===== src/hdl/adsp_defines.vh =====
// Purpose: shared constants of the converter serial port
// Assumes: included by bare name by the port design file only, not by the fifo
// Notes:   timing counts are in master clock periods
`ifndef ADSP_DEFINES_VH
`define ADSP_DEFINES_VH

// ----------------------------------------------------------------------
// register selection codes
// ----------------------------------------------------------------------
`define ADSP_RS_COMM    2'h0
`define ADSP_RS_SETUP   2'h1
`define ADSP_RS_CLOCK   2'h2
`define ADSP_RS_DATA    2'h3

// ----------------------------------------------------------------------
// communications register fields
// ----------------------------------------------------------------------
`define ADSP_COMM_RS_HI 5
`define ADSP_COMM_RS_LO 4
`define ADSP_COMM_RW    3

// ----------------------------------------------------------------------
// reset values
// ----------------------------------------------------------------------
`define ADSP_COMM_RST   8'h00
`define ADSP_SETUP_RST  8'h01
`define ADSP_CLOCK_RST  8'h05
`define ADSP_DATA_RST   16'h0000

// ----------------------------------------------------------------------
// word sizes and timing
// ----------------------------------------------------------------------
`define ADSP_BYTE_LEN   5'h08
`define ADSP_WORD_LEN   5'h10
`define ADSP_HOLD_MCLK  500

`endif


===== src/hdl/adsp_fifo.v =====
// Purpose: conversion word buffer between filter and data register
// Assumes: DEPTH is a power of two and equals 2**AW
// Notes:   in_ready_o is registered; out side is first-word fall-through
`timescale 1ns/1ps
`default_nettype none

module adsp_fifo #(
    parameter WIDTH = 16,
    parameter DEPTH = 32,
    parameter AW    = 5
) (
    // clock and reset
    input  wire             clk_i,
    input  wire             rst_n_i,
    // fill side
    input  wire             in_valid_i,
    input  wire [WIDTH-1:0] in_data_i,
    output wire             in_ready_o,
    // drain side
    output wire             out_valid_o,
    output wire [WIDTH-1:0] out_data_o,
    input  wire             out_ready_i
);

    localparam [AW:0] FULL = DEPTH[AW:0];

    reg  [WIDTH-1:0] mem_r [0:DEPTH-1];
    reg  [AW-1:0]    wp_r;
    reg  [AW-1:0]    rp_r;
    reg  [AW:0]      cnt_r;
    reg              in_rdy_r;
    wire             push;
    wire             pop;
    wire [AW:0]      cnt_nxt;

    assign push        = in_valid_i & in_rdy_r;
    assign pop         = out_valid_o & out_ready_i;
    assign cnt_nxt     = cnt_r + {{AW{1'b0}}, push} - {{AW{1'b0}}, pop};
    assign in_ready_o  = in_rdy_r;
    assign out_valid_o = (cnt_r != {(AW+1){1'b0}});
    assign out_data_o  = mem_r[rp_r];

    always @(posedge clk_i or negedge rst_n_i) begin
        if (!rst_n_i) begin
            wp_r     <= {AW{1'b0}};
            rp_r     <= {AW{1'b0}};
            cnt_r    <= {(AW+1){1'b0}};
            in_rdy_r <= 1'b0;
        end else begin
            if (push) begin
                wp_r <= wp_r + {{(AW-1){1'b0}}, 1'b1};
            end
            if (pop) begin
                rp_r <= rp_r + {{(AW-1){1'b0}}, 1'b1};
            end
            cnt_r    <= cnt_nxt;
            in_rdy_r <= (cnt_nxt != FULL);
        end
    end

    always @(posedge clk_i) begin
        if (push) begin
            mem_r[wp_r] <= in_data_i;
        end
    end

endmodule // adsp_fifo

`default_nettype wire


===== src/hdl/adsp_port.v =====
// Purpose: serial host port and conversion-ready logic of the converter
// Assumes: serial pins are asynchronous to sys_clk_i and much slower
// Notes:   din sampled on serial clock rise; dout shifts on its fall, the first read bit is set on the rise ending the command
`timescale 1ns/1ps
`include "adsp_defines.vh"
`default_nettype none

module adsp_port #(
    parameter DATA_W     = 16,
    parameter FIFO_DEPTH = 32,
    parameter FIFO_AW    = 5,
    parameter MCLK_RATIO = 1
) (
    // clock and reset
    input  wire              sys_clk_i,
    input  wire              rst_n_i,
    // serial pins
    input  wire              sclk_i,
    input  wire              cs_n_i,
    input  wire              din_i,
    output wire              dout_o,
    output wire              dout_oe_o,
    output wire              conversion_ready_n_o,
    // conversion words from the filter
    input  wire              conv_valid_i,
    input  wire [DATA_W-1:0] conv_data_i,
    output wire              conv_ready_o,
    // calibration status
    input  wire              cal_done_i,
    // register contents to the converter core
    output wire [7:0]        setup_o,
    output wire [7:0]        clock_o
);

    // ------------------------------------------------------------------
    // constants
    // ------------------------------------------------------------------
    localparam [2:0]  SP_CMD   = 3'b001;
    localparam [2:0]  SP_WR    = 3'b010;
    localparam [2:0]  SP_RD    = 3'b100;
    localparam [2:0]  UP_IDLE  = 3'b001;
    localparam [2:0]  UP_HOLD  = 3'b010;
    localparam [2:0]  UP_LOAD  = 3'b100;
    localparam integer HOLD_INT = `ADSP_HOLD_MCLK * MCLK_RATIO;
    localparam [12:0]  HOLD_CYC = HOLD_INT[12:0];

    // ------------------------------------------------------------------
    // pin synchronisers
    // ------------------------------------------------------------------
    reg sclk_s1_r;
    reg sclk_s2_r;
    reg sclk_d_r;
    reg cs_s1_r;
    reg cs_s2_r;
    reg din_s1_r;
    reg din_s2_r;

    always @(posedge sys_clk_i or negedge rst_n_i) begin
        if (!rst_n_i) begin
            sclk_s1_r <= 1'b1;
            sclk_s2_r <= 1'b1;
            sclk_d_r  <= 1'b1;
            cs_s1_r   <= 1'b1;
            cs_s2_r   <= 1'b1;
            din_s1_r  <= 1'b0;
            din_s2_r  <= 1'b0;
        end else begin
            sclk_s1_r <= sclk_i;
            sclk_s2_r <= sclk_s1_r;
            sclk_d_r  <= sclk_s2_r;
            cs_s1_r   <= cs_n_i;
            cs_s2_r   <= cs_s1_r;
            din_s1_r  <= din_i;
            din_s2_r  <= din_s1_r;
        end
    end

    wire sclk_rise = sclk_s2_r & ~sclk_d_r;
    wire sclk_fall = ~sclk_s2_r & sclk_d_r;
    wire frame_act = ~cs_s2_r;

    // ------------------------------------------------------------------
    // serial state and registers
    // ------------------------------------------------------------------
    reg  [2:0]        st_r;
    reg  [4:0]        bit_cnt_r;
    reg  [4:0]        rd_len_r;
    reg  [7:0]        rx_r;
    reg  [15:0]       tx_r;
    reg  [7:0]        comm_r;
    reg  [7:0]        setup_r;
    reg  [7:0]        clock_r;
    reg  [DATA_W-1:0] data_r;
    reg               dout_r;
    reg               oe_r;
    reg               rd_done_r;
    reg  [15:0]       rd_word;

    wire [7:0] rx_byte = {rx_r[6:0], din_s2_r};
    wire [1:0] rs_new  = rx_byte[`ADSP_COMM_RS_HI:`ADSP_COMM_RS_LO];
    wire [1:0] rs_cur  = comm_r[`ADSP_COMM_RS_HI:`ADSP_COMM_RS_LO];
    wire       rd_busy = st_r[2] & (rs_cur == `ADSP_RS_DATA);

    // output shifter source, short registers left-justified
    always @* begin
        case (rs_new)
            `ADSP_RS_COMM:  rd_word = {rx_byte, 8'h00};
            `ADSP_RS_SETUP: rd_word = {setup_r, 8'h00};
            `ADSP_RS_CLOCK: rd_word = {clock_r, 8'h00};
            default:        rd_word = data_r[15:0];
        endcase
    end

    always @(posedge sys_clk_i or negedge rst_n_i) begin
        if (!rst_n_i) begin
            st_r      <= SP_CMD;
            bit_cnt_r <= 5'h00;
            rd_len_r  <= `ADSP_BYTE_LEN;
            rx_r      <= 8'h00;
            tx_r      <= 16'h0000;
            comm_r    <= `ADSP_COMM_RST;
            setup_r   <= `ADSP_SETUP_RST;
            clock_r   <= `ADSP_CLOCK_RST;
            dout_r    <= 1'b0;
            oe_r      <= 1'b0;
            rd_done_r <= 1'b0;
        end else begin
            oe_r      <= frame_act;
            rd_done_r <= 1'b0;
            if (!frame_act) begin
                st_r      <= SP_CMD;
                bit_cnt_r <= 5'h00;
            end else if (sclk_rise) begin
                rx_r      <= rx_byte;
                bit_cnt_r <= bit_cnt_r + 5'h01;
                case (st_r)
                    SP_CMD: begin
                        if (bit_cnt_r == `ADSP_BYTE_LEN - 5'h01) begin
                            comm_r    <= rx_byte;
                            bit_cnt_r <= 5'h00;
                            if (rx_byte[`ADSP_COMM_RW]) begin
                                st_r   <= SP_RD;
                                tx_r   <= rd_word;
                                dout_r <= rd_word[15];
                                if (rs_new == `ADSP_RS_DATA) begin
                                    rd_len_r <= `ADSP_WORD_LEN;
                                end else begin
                                    rd_len_r <= `ADSP_BYTE_LEN;
                                end
                            end else begin
                                st_r <= SP_WR;
                            end
                        end
                    end
                    SP_WR: begin
                        if (bit_cnt_r == `ADSP_BYTE_LEN - 5'h01) begin
                            bit_cnt_r <= 5'h00;
                            st_r      <= SP_CMD;
                            case (rs_cur)
                                `ADSP_RS_SETUP: setup_r <= rx_byte;
                                `ADSP_RS_CLOCK: clock_r <= rx_byte;
                                `ADSP_RS_COMM:  comm_r  <= rx_byte;
                                default: begin
                                end
                            endcase
                        end
                    end
                    SP_RD: begin
                        if (bit_cnt_r == rd_len_r - 5'h01) begin
                            bit_cnt_r <= 5'h00;
                            st_r      <= SP_CMD;
                            rd_done_r <= (rs_cur == `ADSP_RS_DATA);
                        end
                    end
                    default: begin
                        st_r      <= SP_CMD;
                        bit_cnt_r <= 5'h00;
                    end
                endcase
            end else if (sclk_fall && (st_r == SP_RD)) begin
                tx_r   <= {tx_r[14:0], 1'b0};
                dout_r <= tx_r[14];
            end
        end
    end

    // ------------------------------------------------------------------
    // data register update and conversion ready
    // ------------------------------------------------------------------
    reg  [2:0]        up_r;
    reg  [12:0]       hold_cnt_r;
    reg               rdy_n_r;
    wire              fifo_valid;
    wire [DATA_W-1:0] fifo_data;
    wire              fifo_pop = (up_r == UP_LOAD);

    adsp_fifo #(
        .WIDTH (DATA_W),
        .DEPTH (FIFO_DEPTH),
        .AW    (FIFO_AW)
    ) u_fifo (
        .clk_i       (sys_clk_i),
        .rst_n_i     (rst_n_i),
        .in_valid_i  (conv_valid_i),
        .in_data_i   (conv_data_i),
        .in_ready_o  (conv_ready_o),
        .out_valid_o (fifo_valid),
        .out_data_o  (fifo_data),
        .out_ready_i (fifo_pop)
    );

    always @(posedge sys_clk_i or negedge rst_n_i) begin
        if (!rst_n_i) begin
            up_r       <= UP_IDLE;
            hold_cnt_r <= 13'h0000;
            rdy_n_r    <= 1'b1;
            data_r     <= `ADSP_DATA_RST;
        end else begin
            if (rd_done_r) begin
                rdy_n_r <= 1'b1;
            end
            if (cal_done_i) begin
                rdy_n_r <= 1'b0;
            end
            case (up_r)
                UP_IDLE: begin
                    // start an update only while no data word is being shifted out
                    if (fifo_valid && !rd_busy) begin
                        if (!rdy_n_r && !rd_done_r) begin
                            up_r       <= UP_HOLD;
                            rdy_n_r    <= 1'b1;
                            hold_cnt_r <= 13'h0000;
                        end else begin
                            up_r <= UP_LOAD;
                        end
                    end
                end
                UP_HOLD: begin
                    rdy_n_r <= 1'b1;
                    if (hold_cnt_r == HOLD_CYC - 13'h0001) begin
                        up_r <= UP_LOAD;
                    end else begin
                        hold_cnt_r <= hold_cnt_r + 13'h0001;
                    end
                end
                UP_LOAD: begin
                    data_r  <= fifo_data;
                    rdy_n_r <= 1'b0;
                    up_r    <= UP_IDLE;
                end
                default: begin
                    up_r <= UP_IDLE;
                end
            endcase
        end
    end

    // ------------------------------------------------------------------
    // outputs
    // ------------------------------------------------------------------
    assign dout_o               = dout_r;
    assign dout_oe_o            = oe_r;
    assign conversion_ready_n_o = rdy_n_r;
    assign setup_o              = setup_r;
    assign clock_o              = clock_r;

endmodule // adsp_port

`default_nettype wire


===== config.mk =====
export PLATFORM = sky130hd
export DESIGN_NAME = adsp_port
export DESIGN_NICKNAME = d
export VERILOG_FILES = /design/src/hdl/adsp_fifo.v /design/src/hdl/adsp_port.v
export VERILOG_INCLUDE_DIRS = /design/src /design/src/hdl
export SDC_FILE = /design/constraint.sdc
export NUM_CORES = 1
export LEC_CHECK = 0
export BUFFER_PORTS_ARGS = -buffer_cell sky130_fd_sc_hd__buf_2
export CAP_MARGIN = 15
export CELL_PAD_IN_SITES_DETAIL_PLACEMENT = 0
export CELL_PAD_IN_SITES_GLOBAL_PLACEMENT = 1
export CORE_MARGIN = 1
export CORE_UTILIZATION = 35
export CTS_BUF_LIST = sky130_fd_sc_hd__clkbuf_4 sky130_fd_sc_hd__clkbuf_8
export CTS_CLUSTER_SIZE = 24
export DETAILED_ROUTE_END_ITERATION = 6
export HOLD_SLACK_MARGIN = 0.02
export PLACE_DENSITY_LB_ADDON = 0.2
export SLEW_MARGIN = 15
export SYNTH_ARGS = -nofsm -noshare
export SYNTH_HDL_FRONTEND = slang
export SYNTH_SLANG_ARGS = --single-unit

===== constraint.sdc =====
create_clock -name sys_clk_i -period 2.9 [get_ports sys_clk_i]
set_input_delay 0.29 -clock sys_clk_i [delete_from_list [all_inputs] [get_ports sys_clk_i]]
set_output_delay 0.29 -clock sys_clk_i [all_outputs]
set_load 0.05 [all_outputs]

# Yosys cells after proc, flatten, opt, wreduce, memory -nomap -nowiden
# Memories as Yosys holds them, arrays and structs flattened. A register that Yosys moved wholly into a read port is not among the register bits.
# Cells that the tools add are included.
# classes
n_addsub	7
bitwise	8
n_reduce_logical	24
n_mux	47
eq_ne	29
# op_table
cell	n
two-way mux 15 bit	5
case mux 16 bit (3 select lines)	1
two-way mux 13 bit	3
two-way mux 3 bit	9
case mux 13 bit (2 select lines)	1
two-way mux 5 bit	5
AND reduction 5 bit	4
two-way mux 6 bit	3
adder 5 x 1 -> 5 bit, second input constant	3
two-way mux 1 bit	15
adder 13 x 1 -> 13 bit, second input constant	1
equality test 13 x 9 -> 1 bit, second input constant	1
inequality test 2 bit, second input constant	6
case mux 6 bit (2 select lines)	1
case mux 5 bit (2 select lines)	1
inequality test 3 bit, second input constant	3
case mux 3 bit (3 select lines)	1
equality test 2 bit, second input constant	4
inequality test 2 x 1 -> 1 bit, second input constant	4
AND reduction 4 bit	2
nonzero test 2 bit	4
adder 6 x 1 -> 6 bit	1
equality test 3 x 1 -> 1 bit, second input constant	2
equality test 3 x 2 -> 1 bit, second input constant	2
other kinds (18)	33
# word_totals
ramBits	512
out_inout_bits	20
reg_bits	101
memories	1
in_bits	23
elab_cells	141
# mem_list
name	words	word_bits	rd	rd_ports_with_merged_regs	wr	line_no	text
u_fifo.mem_r	32	16	1	1	1	adsp_fifo.v:27	reg [WIDTH-1:0] mem_r [0:DEPTH-1];

# Logic depth before layout (Yosys ltp)
# Gate-level depths: netlist of run 1.
# depth
word_depth	6
depth_mapped	15
ltp_nobuf	14

# Hierarchy
# Synthesis of run 1 repeated with hierarchy kept, for this count alone.
# hier_totals
cells_unflattened	1326
hier_area_um2	24958.9
# by_module_without_submodules
module	seq_area_each_um2	cells_each	instances	area_each_um2
adsp_fifo	15800.2	973	1	20572.2
adsp_port	2342.2	353	1	4386.7

# Worst setup path after synthesis of run 1
# OpenSTA, ideal clock, no wires.
# synth_path
kind	reg-to-reg
startpoint	register u_fifo.cnt_r[2]
endpoint	register u_fifo.in_rdy_r, in the netlist u_fifo.in_ready_o
synth_period_minus_slack_ps	2751
arrival_ps	2615
slack_ps	149
required_time_ps	2764
path_stages_with_launch	16
path_cell_list	dfrtp_1 > inv_1 > ha_1 > nor4bb_1 > nor2b_1 > clkbuf_1 > ha_1 > inv_1 > ha_1 > inv_1 > fa_1 > inv_1 > a21oi_1 > o21a_1 > xnor2_1 > nand4bb_1
# synth_via
elab_chain_len	4
elab_cells_between_ends	5
classes_between	add/sub (2); eq/ne (1); bitwise (1); reduce/logical (1)
# synth_lines
element	line_no	text
start, declared	adsp_fifo.v:30	reg [AW:0] cnt_r;
start signal, assigned	adsp_fifo.v:47	cnt_r <= {(AW+1){1'b0}};
start signal, assigned	adsp_fifo.v:56	cnt_r <= cnt_nxt;
nonzero test 6 bit	adsp_fifo.v:40	assign out_valid_o = (cnt_r != {(AW+1){1'b0}});
bitwise AND 1 bit	adsp_fifo.v:37	assign pop = out_valid_o & out_ready_i;
via u_fifo.pop	adsp_fifo.v:33	wire pop;
subtractor 6 x 1 -> 6 bit	adsp_fifo.v:38	assign cnt_nxt = cnt_r + {{AW{1'b0}}, push} - {{AW{1'b0}}, pop};
via u_fifo.cnt_nxt[4]	adsp_fifo.v:34	wire [AW:0] cnt_nxt;
inequality test 6 bit	adsp_fifo.v:57	in_rdy_r <= (cnt_nxt != FULL);
end signal, assigned	adsp_fifo.v:57	
end, declared	adsp_fifo.v:31	reg in_rdy_r;
# The timed path passes the listed nets, and every way through them passes these cells.
# A chain may end at the register's enable or synchronous reset.

# Worst setup path after layout of run 1
# layout_path
startpoint	register u_fifo.cnt_r[3]
endpoint	register u_fifo.in_rdy_r, in the netlist u_fifo.in_ready_o
# layout_via
elab_chain_len	4
elab_cells_between_ends	5
classes_between	add/sub (2); eq/ne (1); bitwise (1); reduce/logical (1)
# layout_lines
element	line_no
branches (longest 2 deep; another with adder 6 x 1 -> 6 bit)	--
subtractor 6 x 1 -> 6 bit (*)	adsp_fifo.v:38
via u_fifo.cnt_nxt[5]	adsp_fifo.v:34
inequality test 6 bit (*)	adsp_fifo.v:57
# Mark *: on every way through the listed nets, which the timed path passes.

==> summary.md, run 1 <==
| Metric | Value |
|---|---|
| Clock skew | 0.0344 ns |
| RSZ-0062 raised after global routing | yes |
| Layout cells sized above 1 | 28.0% |
| Max_cap viols | 0 |
| Final HPWL DP | 35.4 mm |
| Yosys warnings | 0 |
| Root Buffer | clkbuf_8 |
| Vias | 13100 |
| WP data required | 3.45 ns |
| Setup violators final | 0 |
| Full die area | 0.0718 mm2 |
| Clock Pin Slew Worst Setup and Hold Paths | 0.06 ns |
| Fin worst setup slack | 0.196 ns |
| Peak supply drop | 381 uV |
| Insertion delay to the later sink of the worst-skew pair | 0.71 ns |
| Tmin final | 2.70 ns |
| CTS Buf Count | 105 |
| Core area | 0.0700 mm2 |
| # rows | 97 |
| CP peak stage delay | 0.38 ns |
| DRC errors left | 0 |
| Remaining Overflow, GRT | 0 |
| Hold Vio Cnt, Final | 0 |
| Die Ht | 268 um |
| Routed WL | 60.1 mm |
| Min-delay worst type | input pin to async pin |
| Initial Util | 35.3% |
| Cells after synthesis | 1377 |
| Crit path max fanout | 3 |
| Setup TNS | 0 ns |
| Pre-CTS WS | 0.0562 ns |
| Count leader, synth | edfxtp_1 |
| CTS tree | yes |
| Vias in the first global route | 13400 |
| Tot GR Track Use | 17.1% |
| H-tree depth | 3 |
| End-of-flow core utilization | 41.2% |
| Largest net degree at the start of global routing | 49 |
| Worst Hold Slack | 0.0920 ns |
| Syn_nets | 1416 |
| Most frequent cells after synthesis | 512 x edfxtp_1, 117 x mux2i_1, 98 x dfrtp_1 |
| Die Span X | 268 um |
| Antenna Nets Post-Route | 0 |
| CTS Sinks | 622 |
| Nets | 1593 |
| Global-route wire length before repair | 89.3 mm |
| Crit path launch type | register |
| Asr flop ratio synth | 17.7% |
| CP max stage cell | dfrtp_1 |
| Clk buf depth | 3 |
| DR vias/cell | 5.07 |
| Register area share after synthesis | 73.3% |
| Rel. slew slack | 45.3% |
| Setup CP Type | register to register |
| CP Buf/Inv Count | 2 |
| Fmax | 370 MHz |
| Power per cell area | 885 mW/mm2 |
| Least-Margin Pin Slew | 0.812 ns |
| DRT iter0 DRCs | 893 |
| Distinct cells, synth | 57 |
| Leak | 0.0103 uW |
| IO buf count | 42 |
| Placed Area | 0.0267 mm2 |
| DR WL/cell | 23.3 um |
| CP dominant cell by count | ha_1 |
| DR pass1 iterations | 5 |
| Synth top area share | 62.1% |
| Final Max Slew Viols | 0 |
| Crit-path cells | inv_1, ha_1, nor4bb_4, nor2b_1, ha_1, inv_1, ha_1, a21o_1, a21oi_1, nor2_1, a311oi_1, nand4bb_1 |
| Top cell family by delay on the critical path | compound AO/OA/AOI/OAI gates |
| Post-synthesis sequential element count | 622 |
| Area delta synth->final | 16.7% |
| Tcrit/Tclk final | 93.3% |
| Synth area leaders | edfxtp_1 62%, dfrtp_1 9.9%, mux4_2 7.8%, mux2i_1 4.7%, mux2_2 2.0% |
| Count of flip-flops with a built-in enable after synthesis | 512 |
| Number of antenna violations at the first check in global routing | 2 |
| Design area | 0.0289 mm2 |
| CP endpoint kind | register |
| Worst path arrival time | 3.25 ns |
| Cell Area, Synth | 0.0247 mm2 |
| Status | finished, final reports clean |
| Boundary Pins | 43 |
| Syn avg cell area | 18.0 um2 |
| RD Place Congestion | 0.764 |
| Dominant cell type by area after synthesis | edfxtp_1 |
| Main synth FF type | edfxtp_1 |
-- final cells by class --
class	instances	area, um2
fillers	6272	41200
flip-flops and latches	622	18100
multi-input cells	663	6220
clock buffers	148	1810
well taps	940	1180
repair buffers	140	1100
clock inverters	45	334
inverters	22	82.6
diodes	1	2.50
-- worst reg2reg max path, stage by stage (launching register included) --
cell	delay, ns
dfrtp_1	0.38
inv_1	0.08
ha_1	0.14
nor4bb_4	0.29
nor2b_1	0.10
ha_1	0.24
inv_1	0.07
ha_1	0.22
a21o_1	0.18
a21oi_1	0.30
nor2_1	0.08
a311oi_1	0.36
nand4bb_1	0.14
-- metrics by stage --
step	power, uW	instances
after global routing	26800	2581
after global placement	17800	2382
after floorplan	15400	1377
final	25500	2581
after detailed placement	17900	2382
after CTS	25800	2580
-- registers in the layout, indices dropped and copies added, names as in the netlist, 2 cells and up --
signal	flops
st_r	3
comm_r	2
u_fifo.cnt_r	6
rx_r	7
clock_o	8
u_fifo.rp_r	5
rd_len_r	2
hold_cnt_r	13
u_fifo.wp_r	5
up_r	3
bit_cnt_r	5
setup_o	8
data_r	16
u_fifo.mem_r	512
tx_r	15
-- per-layer routing --
layer / global-route usage [%] / up-vias / share of wire, %
li1: - / 5859 / -
met1: 24.3 / 6848 / 47
met2: 26.7 / 286 / 47
met3: 2.89 / 83 / 4.3
met4: 5.61 / 2 / 2.0
met5: 0 / - / 0.022
-- timing repair --
item	4_1_cts	5_1_grt
setup endpoints to repair	0	3
resized for setup	0	4
buffers inserted	0	0
hold buffers	5	0
hold endpoints to repair	84	0
-- report_power, final --
part | internal, uW | total, uW | leakage, uW | switching, uW
Clock | 4390 | 7910 | 0.00113 | 3530
Combinational | 2890 | 6470 | 0.00314 | 3580
Sequential | 10500 | 11200 | 0.00600 | 684
Total | 17700 | 25500 | 0.0103 | 7790
-- cells by family after synthesis --
group,count (synthesis),share of synthesized area [%]
compound gates,127,3.67
buf+inv,92,1.62
xor+xnor,23,0.814
flops,622,73.3
fa+ha+maj,16,0.839
mux,246,14.5
simple gates,251,5.23
-- worst paths after layout --
kind                                                 from                            to  slack, ns  cells past startpoint
worst max-delay path            u_fifo.cnt_r[3]$_DFF_PN0_   u_fifo.in_ready_o$_DFF_PN0_       0.20                     12
min in group sys_clk_i                     conv_data_i[8]  u_fifo.mem_r[2][8]$_DFFE_PP_       0.15                      1
max in group asynchronous                         rst_n_i        setup_o[0]$_DFFE_PN1P_       1.98                      3
worst min register to register          cs_s1_r$_DFF_PN1_             cs_s2_r$_DFF_PN1_       0.35                      0
worst max register to register  u_fifo.cnt_r[3]$_DFF_PN0_   u_fifo.in_ready_o$_DFF_PN0_       0.20                     12
worst min-delay path                              rst_n_i      bit_cnt_r[1]$_DFFE_PN0N_       0.09                      2
-- cell usage in the layout (no fill, tap or decap), types with 4 or more instances in the layout --
master	instances
nor4_1	16
ha_1	15
a2111oi_0	15
buf_12	11
a21oi_1	5
nand3b_1	5
mux2i_1	117
xnor2_1	10
inv_1	22
o21ai_0	15
nand3_1	10
buf_4	83
nand2_1	47
clkinv_1	24
dfstp_2	12
clkbuf_8	111
a22o_1	21
nor3_1	24
nor2_1	93
mux4_2	86
o22ai_1	48
clkinv_2	11
xor2_1	13
nand4_1	10
mux2_2	43
nor2b_1	6
buf_2	41
bufinv_16	4
dfrtp_1	96
clkbuf_4	37
edfxtp_1	512
nand2b_1	8
and2_1	5
dlygate4sd3_1	5
Power figures use the tool's default switching activity.
==> inputs of run 2 (changes only) <==
--- a/config.mk
+++ b/config.mk
@@ -15,6 +15,7 @@
 export CTS_BUF_LIST = sky130_fd_sc_hd__clkbuf_4 sky130_fd_sc_hd__clkbuf_8
 export CTS_CLUSTER_SIZE = 24
 export DETAILED_ROUTE_END_ITERATION = 6
+export GPL_TIMING_DRIVEN = 0
 export HOLD_SLACK_MARGIN = 0.02
 export PLACE_DENSITY_LB_ADDON = 0.2
 export SLEW_MARGIN = 15
==> summary.md, run 2 (synthesis gave the netlist of run 1 again) <==
| Metric | Value |
|---|---|
| Area delta synth->final | 17.2% |
| M3 GR Usage | 3.58% |
| Tot GR Track Use | 17.8% |
| Least-Margin Pin Slew | 0.917 ns |
| Die Ht | 268 um |
| Pre-CTS WS | -0.597 ns |
| Setup violators final | 0 |
| Final Max Slew Viols | 0 |
| Placed cells | 2399 |
| Top cell family by delay on the critical path | buffers and inverters |
| WP data required | 3.45 ns |
| Layout cells sized above 1 | 29.1% |
| Setup CP Type | register to register |
| DRT iter0 DRCs | 923 |
| Core area | 0.0700 mm2 |
| Reg2reg path depth | 7 |
| Reg2Reg Launch Point | u_fifo.rp_r[2]$_DFFE_PN0P_ |
| Initial Util | 35.3% |
| Commonest non-fill, non-tap cells in the layout | 512 x edfxtp_1, 117 x mux2i_1, 111 x clkbuf_8 |
| Nets | 1612 |
| End-of-flow core utilization | 41.4% |
| Largest register FFs | 512 |
| Fmax | 357 MHz |
| Peak supply drop | 367 uV |
| Leak | 0.0102 uW |
| CP endpoint kind | register |
| Clock Pin Slew Worst Setup and Hold Paths | 0.06 ns |
| Clk buf depth | 3 |
| DRC errors left | 0 |
| RD Place Congestion | 0.789 |
| Insertion delay to the later sink of the worst-skew pair | 0.71 ns |
| Power per cell area | 883 mW/mm2 |
| Fin worst setup slack | 0.102 ns |
| Root Buffer | clkbuf_8 |
| # rows | 97 |
| DR pass1 iterations | 5 |
| Global-route wire length before repair | 91.1 mm |
| Tcrit/Tclk final | 96.5% |
| Min-delay worst type | input pin to async pin |
| Crit-path cells | clkbuf_1, or3b_2, clkbuf_1, clkbuf_1, o22ai_1, a2111oi_2, nor3_1 |
| # fillers | 6319 |
| CTS Buf Count | 104 |
| CTS tree | yes |
| Max_cap viols | 0 |
| Crit path max fanout | 10 |
| Tmin final | 2.80 ns |
| Global route hottest layer | met2 |
| RSZ-0062 raised after global routing | yes |
| Vias in the first global route | 13400 |
| R2R Setup Slk | 0.10 ns |
| Register with the most flip-flops | u_fifo.mem_r |
| M1 GR Usage | 24.8% |
| Final Non-Filler Cells | 2598 |
| IO buf count | 42 |
| Clock skew | 0.0431 ns |
| Largest net degree at the start of global routing | 62 |
| CTS Sinks | 622 |
| Met2 GRT Util | 27.6% |
| Number of antenna violations at the first check in global routing | 2 |
| Largest regs | u_fifo.mem_r x512, data_r x16, tx_r x15 |
| Reg2Reg Capture Point | data_r[11]$_DFFE_PN0N_ |
| Commonest non-fill, non-tap cell in the layout | edfxtp_1 |
| Hold Vio Cnt, Final | 0 |
| Full die area | 0.0718 mm2 |
| CP max stage cell | a2111oi_2 |
| Final HPWL DP | 41.0 mm |
| CP dominant cell by count | clkbuf_1 |
| Status | finished, final reports clean |
| DR vias/cell | 5.08 |
| Boundary Pins | 43 |
| Rel. slew slack | 38.9% |
| CP peak stage delay | 0.66 ns |
| Antenna Nets Post-Route | 0 |
| Vias | 13200 |
| Remaining Overflow, GRT | 0 |
| Crit path launch type | register |
| Die Span X | 268 um |
| CP Buf/Inv Count | 3 |
| Worst Hold Slack | 0.113 ns |
| Routed WL | 62.5 mm |
| Worst path arrival time | 3.35 ns |
| DR WL/cell | 24.1 um |
| H-tree depth | 3 |
-- run 2: how the worst max path moves through the flow --
stage	from	end	cells past startpoint
finish	u_fifo.rp_r[2]$_DFFE_PN0P_	data_r[11]$_DFFE_PN0N_	7
global route	u_fifo.rp_r[1]$_DFFE_PN0P_	data_r[15]$_DFFE_PN0N_	7
CTS	u_fifo.cnt_r[4]$_DFF_PN0_	u_fifo.in_ready_o$_DFF_PN0_	14
detailed placement	u_fifo.cnt_r[3]$_DFF_PN0_	u_fifo.in_ready_o$_DFF_PN0_	15
global placement	u_fifo.rp_r[1]$_DFFE_PN0P_	data_r[0]$_DFFE_PN0N_	7
floorplan	u_fifo.cnt_r[2]$_DFF_PN0_	u_fifo.in_ready_o$_DFF_PN0_	15
-- run 2: power by group --
group | leakage (uW) | internal [uW] | switching [uW] | total (uW)
clock network | 0.00110 | 4220 | 3490 | 7710
logic | 0.00310 | 2780 | 4230 | 7020
registers | 0.00600 | 10500 | 412 | 10900
-- run 2: worst register-to-register path, cell delays in order, from the launching register on --
cell	delay, ns
dfrtp_1	0.32
clkbuf_1	0.25
or3b_2	0.18
clkbuf_1	0.34
clkbuf_1	0.59
o22ai_1	0.22
a2111oi_2	0.66
nor3_1	0.10
-- run 2: what timing repair did --
| action | 4_1_cts | 5_1_grt |
|---|---|---|
| pin swaps | 2 | 3 |
| hold endpoints to repair | 108 | 0 |
| gates resized for setup | 19 | 9 |
| hold buffers | 5 | 0 |
| gates cloned | 0 | 0 |
| setup endpoints to repair | 17 | 10 |
| buffers inserted | 2 | 2 |
-- run 2: metrics by stage --
stage                     power (uW)  TNS, ns  area, um2
after floorplan                15400        0      24700
after global placement         17800  -177.51      26100
after detailed placement       18100    -3.75      26800
after CTS                      25900  -0.0505      29000
after global routing           26800  -0.0730      29000
final                          25600        0      29000
-- run 2: area by class of cell --
cell class / count / area (um2) / share of cell area [%]
diodes: 1 / 2.50 / 0.00863
plain buffers: 69 / 345 / 1.19
clock buffers: 151 / 1830 / 6.30
clock inverters: 39 / 234 / 0.807
inverters: 22 / 82.6 / 0.285
multi-input cells: 663 / 6370 / 22.0
flip-flops and latches: 622 / 18100 / 62.6
well taps: 940 / 1180 / 4.06
repair buffers: 91 / 822 / 2.83
-- run 2: layer usage --
layer,share of wire (%),vias up
met5,0,-
met2,46,320
met3,5.0,102
met4,2.7,0
li1,-,5901
met1,46,6874
==> inputs of run 3 (changes only) <==
--- a/config.mk
+++ b/config.mk
@@ -6,7 +6,7 @@
 export SDC_FILE = /design/constraint.sdc
 export NUM_CORES = 1
 export LEC_CHECK = 0
-export BUFFER_PORTS_ARGS = -buffer_cell sky130_fd_sc_hd__buf_2
+export BUFFER_PORTS_ARGS = -buffer_cell sky130_fd_sc_hd__buf_4
 export CAP_MARGIN = 15
 export CELL_PAD_IN_SITES_DETAIL_PLACEMENT = 0
 export CELL_PAD_IN_SITES_GLOBAL_PLACEMENT = 1
==> summary.md, run 3 (synthesis gave the netlist of run 1 again) <==
| Metric | Value |
|---|---|
| Status | finished, final reports clean |
| Global-route wire length before repair | 91.0 mm |
| DRC errors left | 0 |
| Placed Area | 0.0269 mm2 |
| Core area | 0.0700 mm2 |
| DRT iter0 DRCs | 964 |
| Vias in the first global route | 13600 |
| Root Buffer | clkbuf_8 |
| Clock skew | 0.0557 ns |
| Tot Pwr | 25500 uW |
| Largest register FFs | 512 |
| Tot GR Track Use | 17.8% |
| Power per cell area | 872 mW/mm2 |
| Final HPWL DP | 41.0 mm |
| Largest net degree at the start of global routing | 59 |
| Setup CP Type | register to register |
| Antenna Nets Post-Route | 0 |
| Insertion delay to the later sink of the worst-skew pair | 0.71 ns |
| Clock Pin Slew Worst Setup and Hold Paths | 0.06 ns |
| Crit-path cells | buf_2, clkdlybuf4s15_2, mux4_2, mux2i_1, nor2_1, a2111oi_2, nor3_1 |
| Register with the most flip-flops | u_fifo.mem_r |
| IO buf count | 42 |
| Nets | 1624 |
| Hold Vio Cnt, Final | 0 |
| Design area | 0.0293 mm2 |
| DR vias/cell | 5.09 |
| Crit path launch type | register |
| Multi-input combinational cell area | 0.00640 mm2 |
| Routed WL | 62.3 mm |
| Remaining Overflow, GRT | 0 |
| Largest regs | u_fifo.mem_r x512, data_r x16, tx_r x15 |
| CP peak stage delay | 0.64 ns |
| CTS Sinks | 622 |
| Comb pwr share | 27.7% |
| Layout cells sized above 1 | 29.2% |
| Leak | 0.0103 uW |
| RD Place Congestion | 0.812 |
| Sw Share | 32.0% |
| WP data required | 3.47 ns |
| Placed cells | 2398 |
| Number of antenna violations at the first check in global routing | 2 |
| # fillers | 6337 |
| DR WL/cell | 23.8 um |
| H-tree depth | 3 |
| CP max stage cell | a2111oi_2 |
| Full die area | 0.0718 mm2 |
| Worst path arrival time | 3.37 ns |
| Min-delay worst type | input pin to register |
| Setup TNS | 0 ns |
| Commonest non-fill, non-tap cell in the layout | edfxtp_1 |
| Peak supply drop | 390 uV |
| # rows | 97 |
| Register share of total power | 42.6% |
| Commonest non-fill, non-tap cells in the layout | 512 x edfxtp_1, 117 x mux2i_1, 114 x clkbuf_8 |
| Storage element area | 0.0181 mm2 |
| Initial Util | 35.3% |
| Final Max Slew Viols | 0 |
| Clock share of power | 29.7% |
| NetSw | 8170 uW |
| CTS tree | yes |
| Tmin final | 2.80 ns |
| Vias | 13300 |
| Area delta synth->final | 18.2% |
| DR pass1 iterations | 5 |
| Max_cap viols | 0 |
| Clk buf depth | 3 |
| Die Span X | 268 um |
| Internal power | 17300 uW |
| Setup violators final | 0 |
| Fmax | 357 MHz |
| Die Ht | 268 um |
| Least-Margin Pin Slew | 0.906 ns |
| Crit path max fanout | 10 |
| Final Non-Filler Cells | 2614 |
| Tcrit/Tclk final | 96.7% |
| Rel. slew slack | 39.6% |
| Boundary Pins | 43 |
| CTS Buf Count | 104 |
| CP endpoint kind | register |
[run 3: area by class of cell]
type,count,area share (%)
Antenna cell,1,0.00855
Buffer,69,1.19
Clock buffer,148,6.24
Clock inverter,46,0.778
Inverter,22,0.282
Multi-Input combinational cell,663,21.9
Sequential cell,622,62.0
Tap cell,940,4.02
Timing Repair Buffer,103,3.57
[run 3: power by group through the flow]
stage	combinational, uW	clock (uW)	sequential [uW]
2_1_floorplan	4440	0	10900
3_3_place_gp	6720	0	11000
3_5_place_dp	7000	0	11100
4_1_cts	7130	7800	10900
5_1_grt	7620	8200	10900
6_report	7060	7590	10900
[run 3: what timing repair did]
item,in CTS,in global routing
endpoints found under the hold margin,405,0
hold buffers,20,0
resized for setup,19,16
pin swaps,2,1
setup buffers,1,1
endpoints found under the setup margin,16,12
[run 3: critical path, delay by kind of cell, from the launching register on]
family | cells | cell delay (ns)
AOI/OAI and AO/OA | 1 | 0.64
buffers and inverters | 2 | 0.77
muxes | 2 | 0.56
and+or+nand+nor | 2 | 0.25
DFF | 1 | 0.44
[run 3: through the flow]
stage	hold WS [ns]	setup slack, ns	util [%]
floorplan	-0.00559	0.149	-
global placement	0.342	-1.26	37.5
detailed placement	0.281	-0.602	38.4
CTS	0.0391	0.0138	41.7
global route	0.0600	-0.0132	41.8
finish	0.0943	0.0955	41.8
[run 3: final timing paths]
kind,endpoint,startpoint,slack [ns],depth (start not counted)
max in group asynchronous,up_r[0]$_DFFE_PN1P_,rst_n_i,2.08,3
min in group asynchronous,bit_cnt_r[3]$_DFFE_PN0N_,rst_n_i,0.11,2
worst min register to register,sclk_s2_r$_DFF_PN1_,sclk_s1_r$_DFF_PN1_,0.36,0
worst max register to register,data_r[8]$_DFFE_PN0N_,u_fifo.rp_r[1]$_DFFE_PN0P_,0.1,7
worst min-delay path,u_fifo.mem_r[28][8]$_DFFE_PP_,conv_data_i[8],0.09,1
worst max-delay path,data_r[8]$_DFFE_PN0N_,u_fifo.rp_r[1]$_DFFE_PN0P_,0.1,7
[run 3: routing by layer]
metal,vias up,global-route usage (%),share of wire [%]
li1,5914,-,-
met1,6976,24.7,46
met2,318,27.5,46
met3,107,3.67,5.2
met4,2,6.59,2.7
met5,-,0,0.016
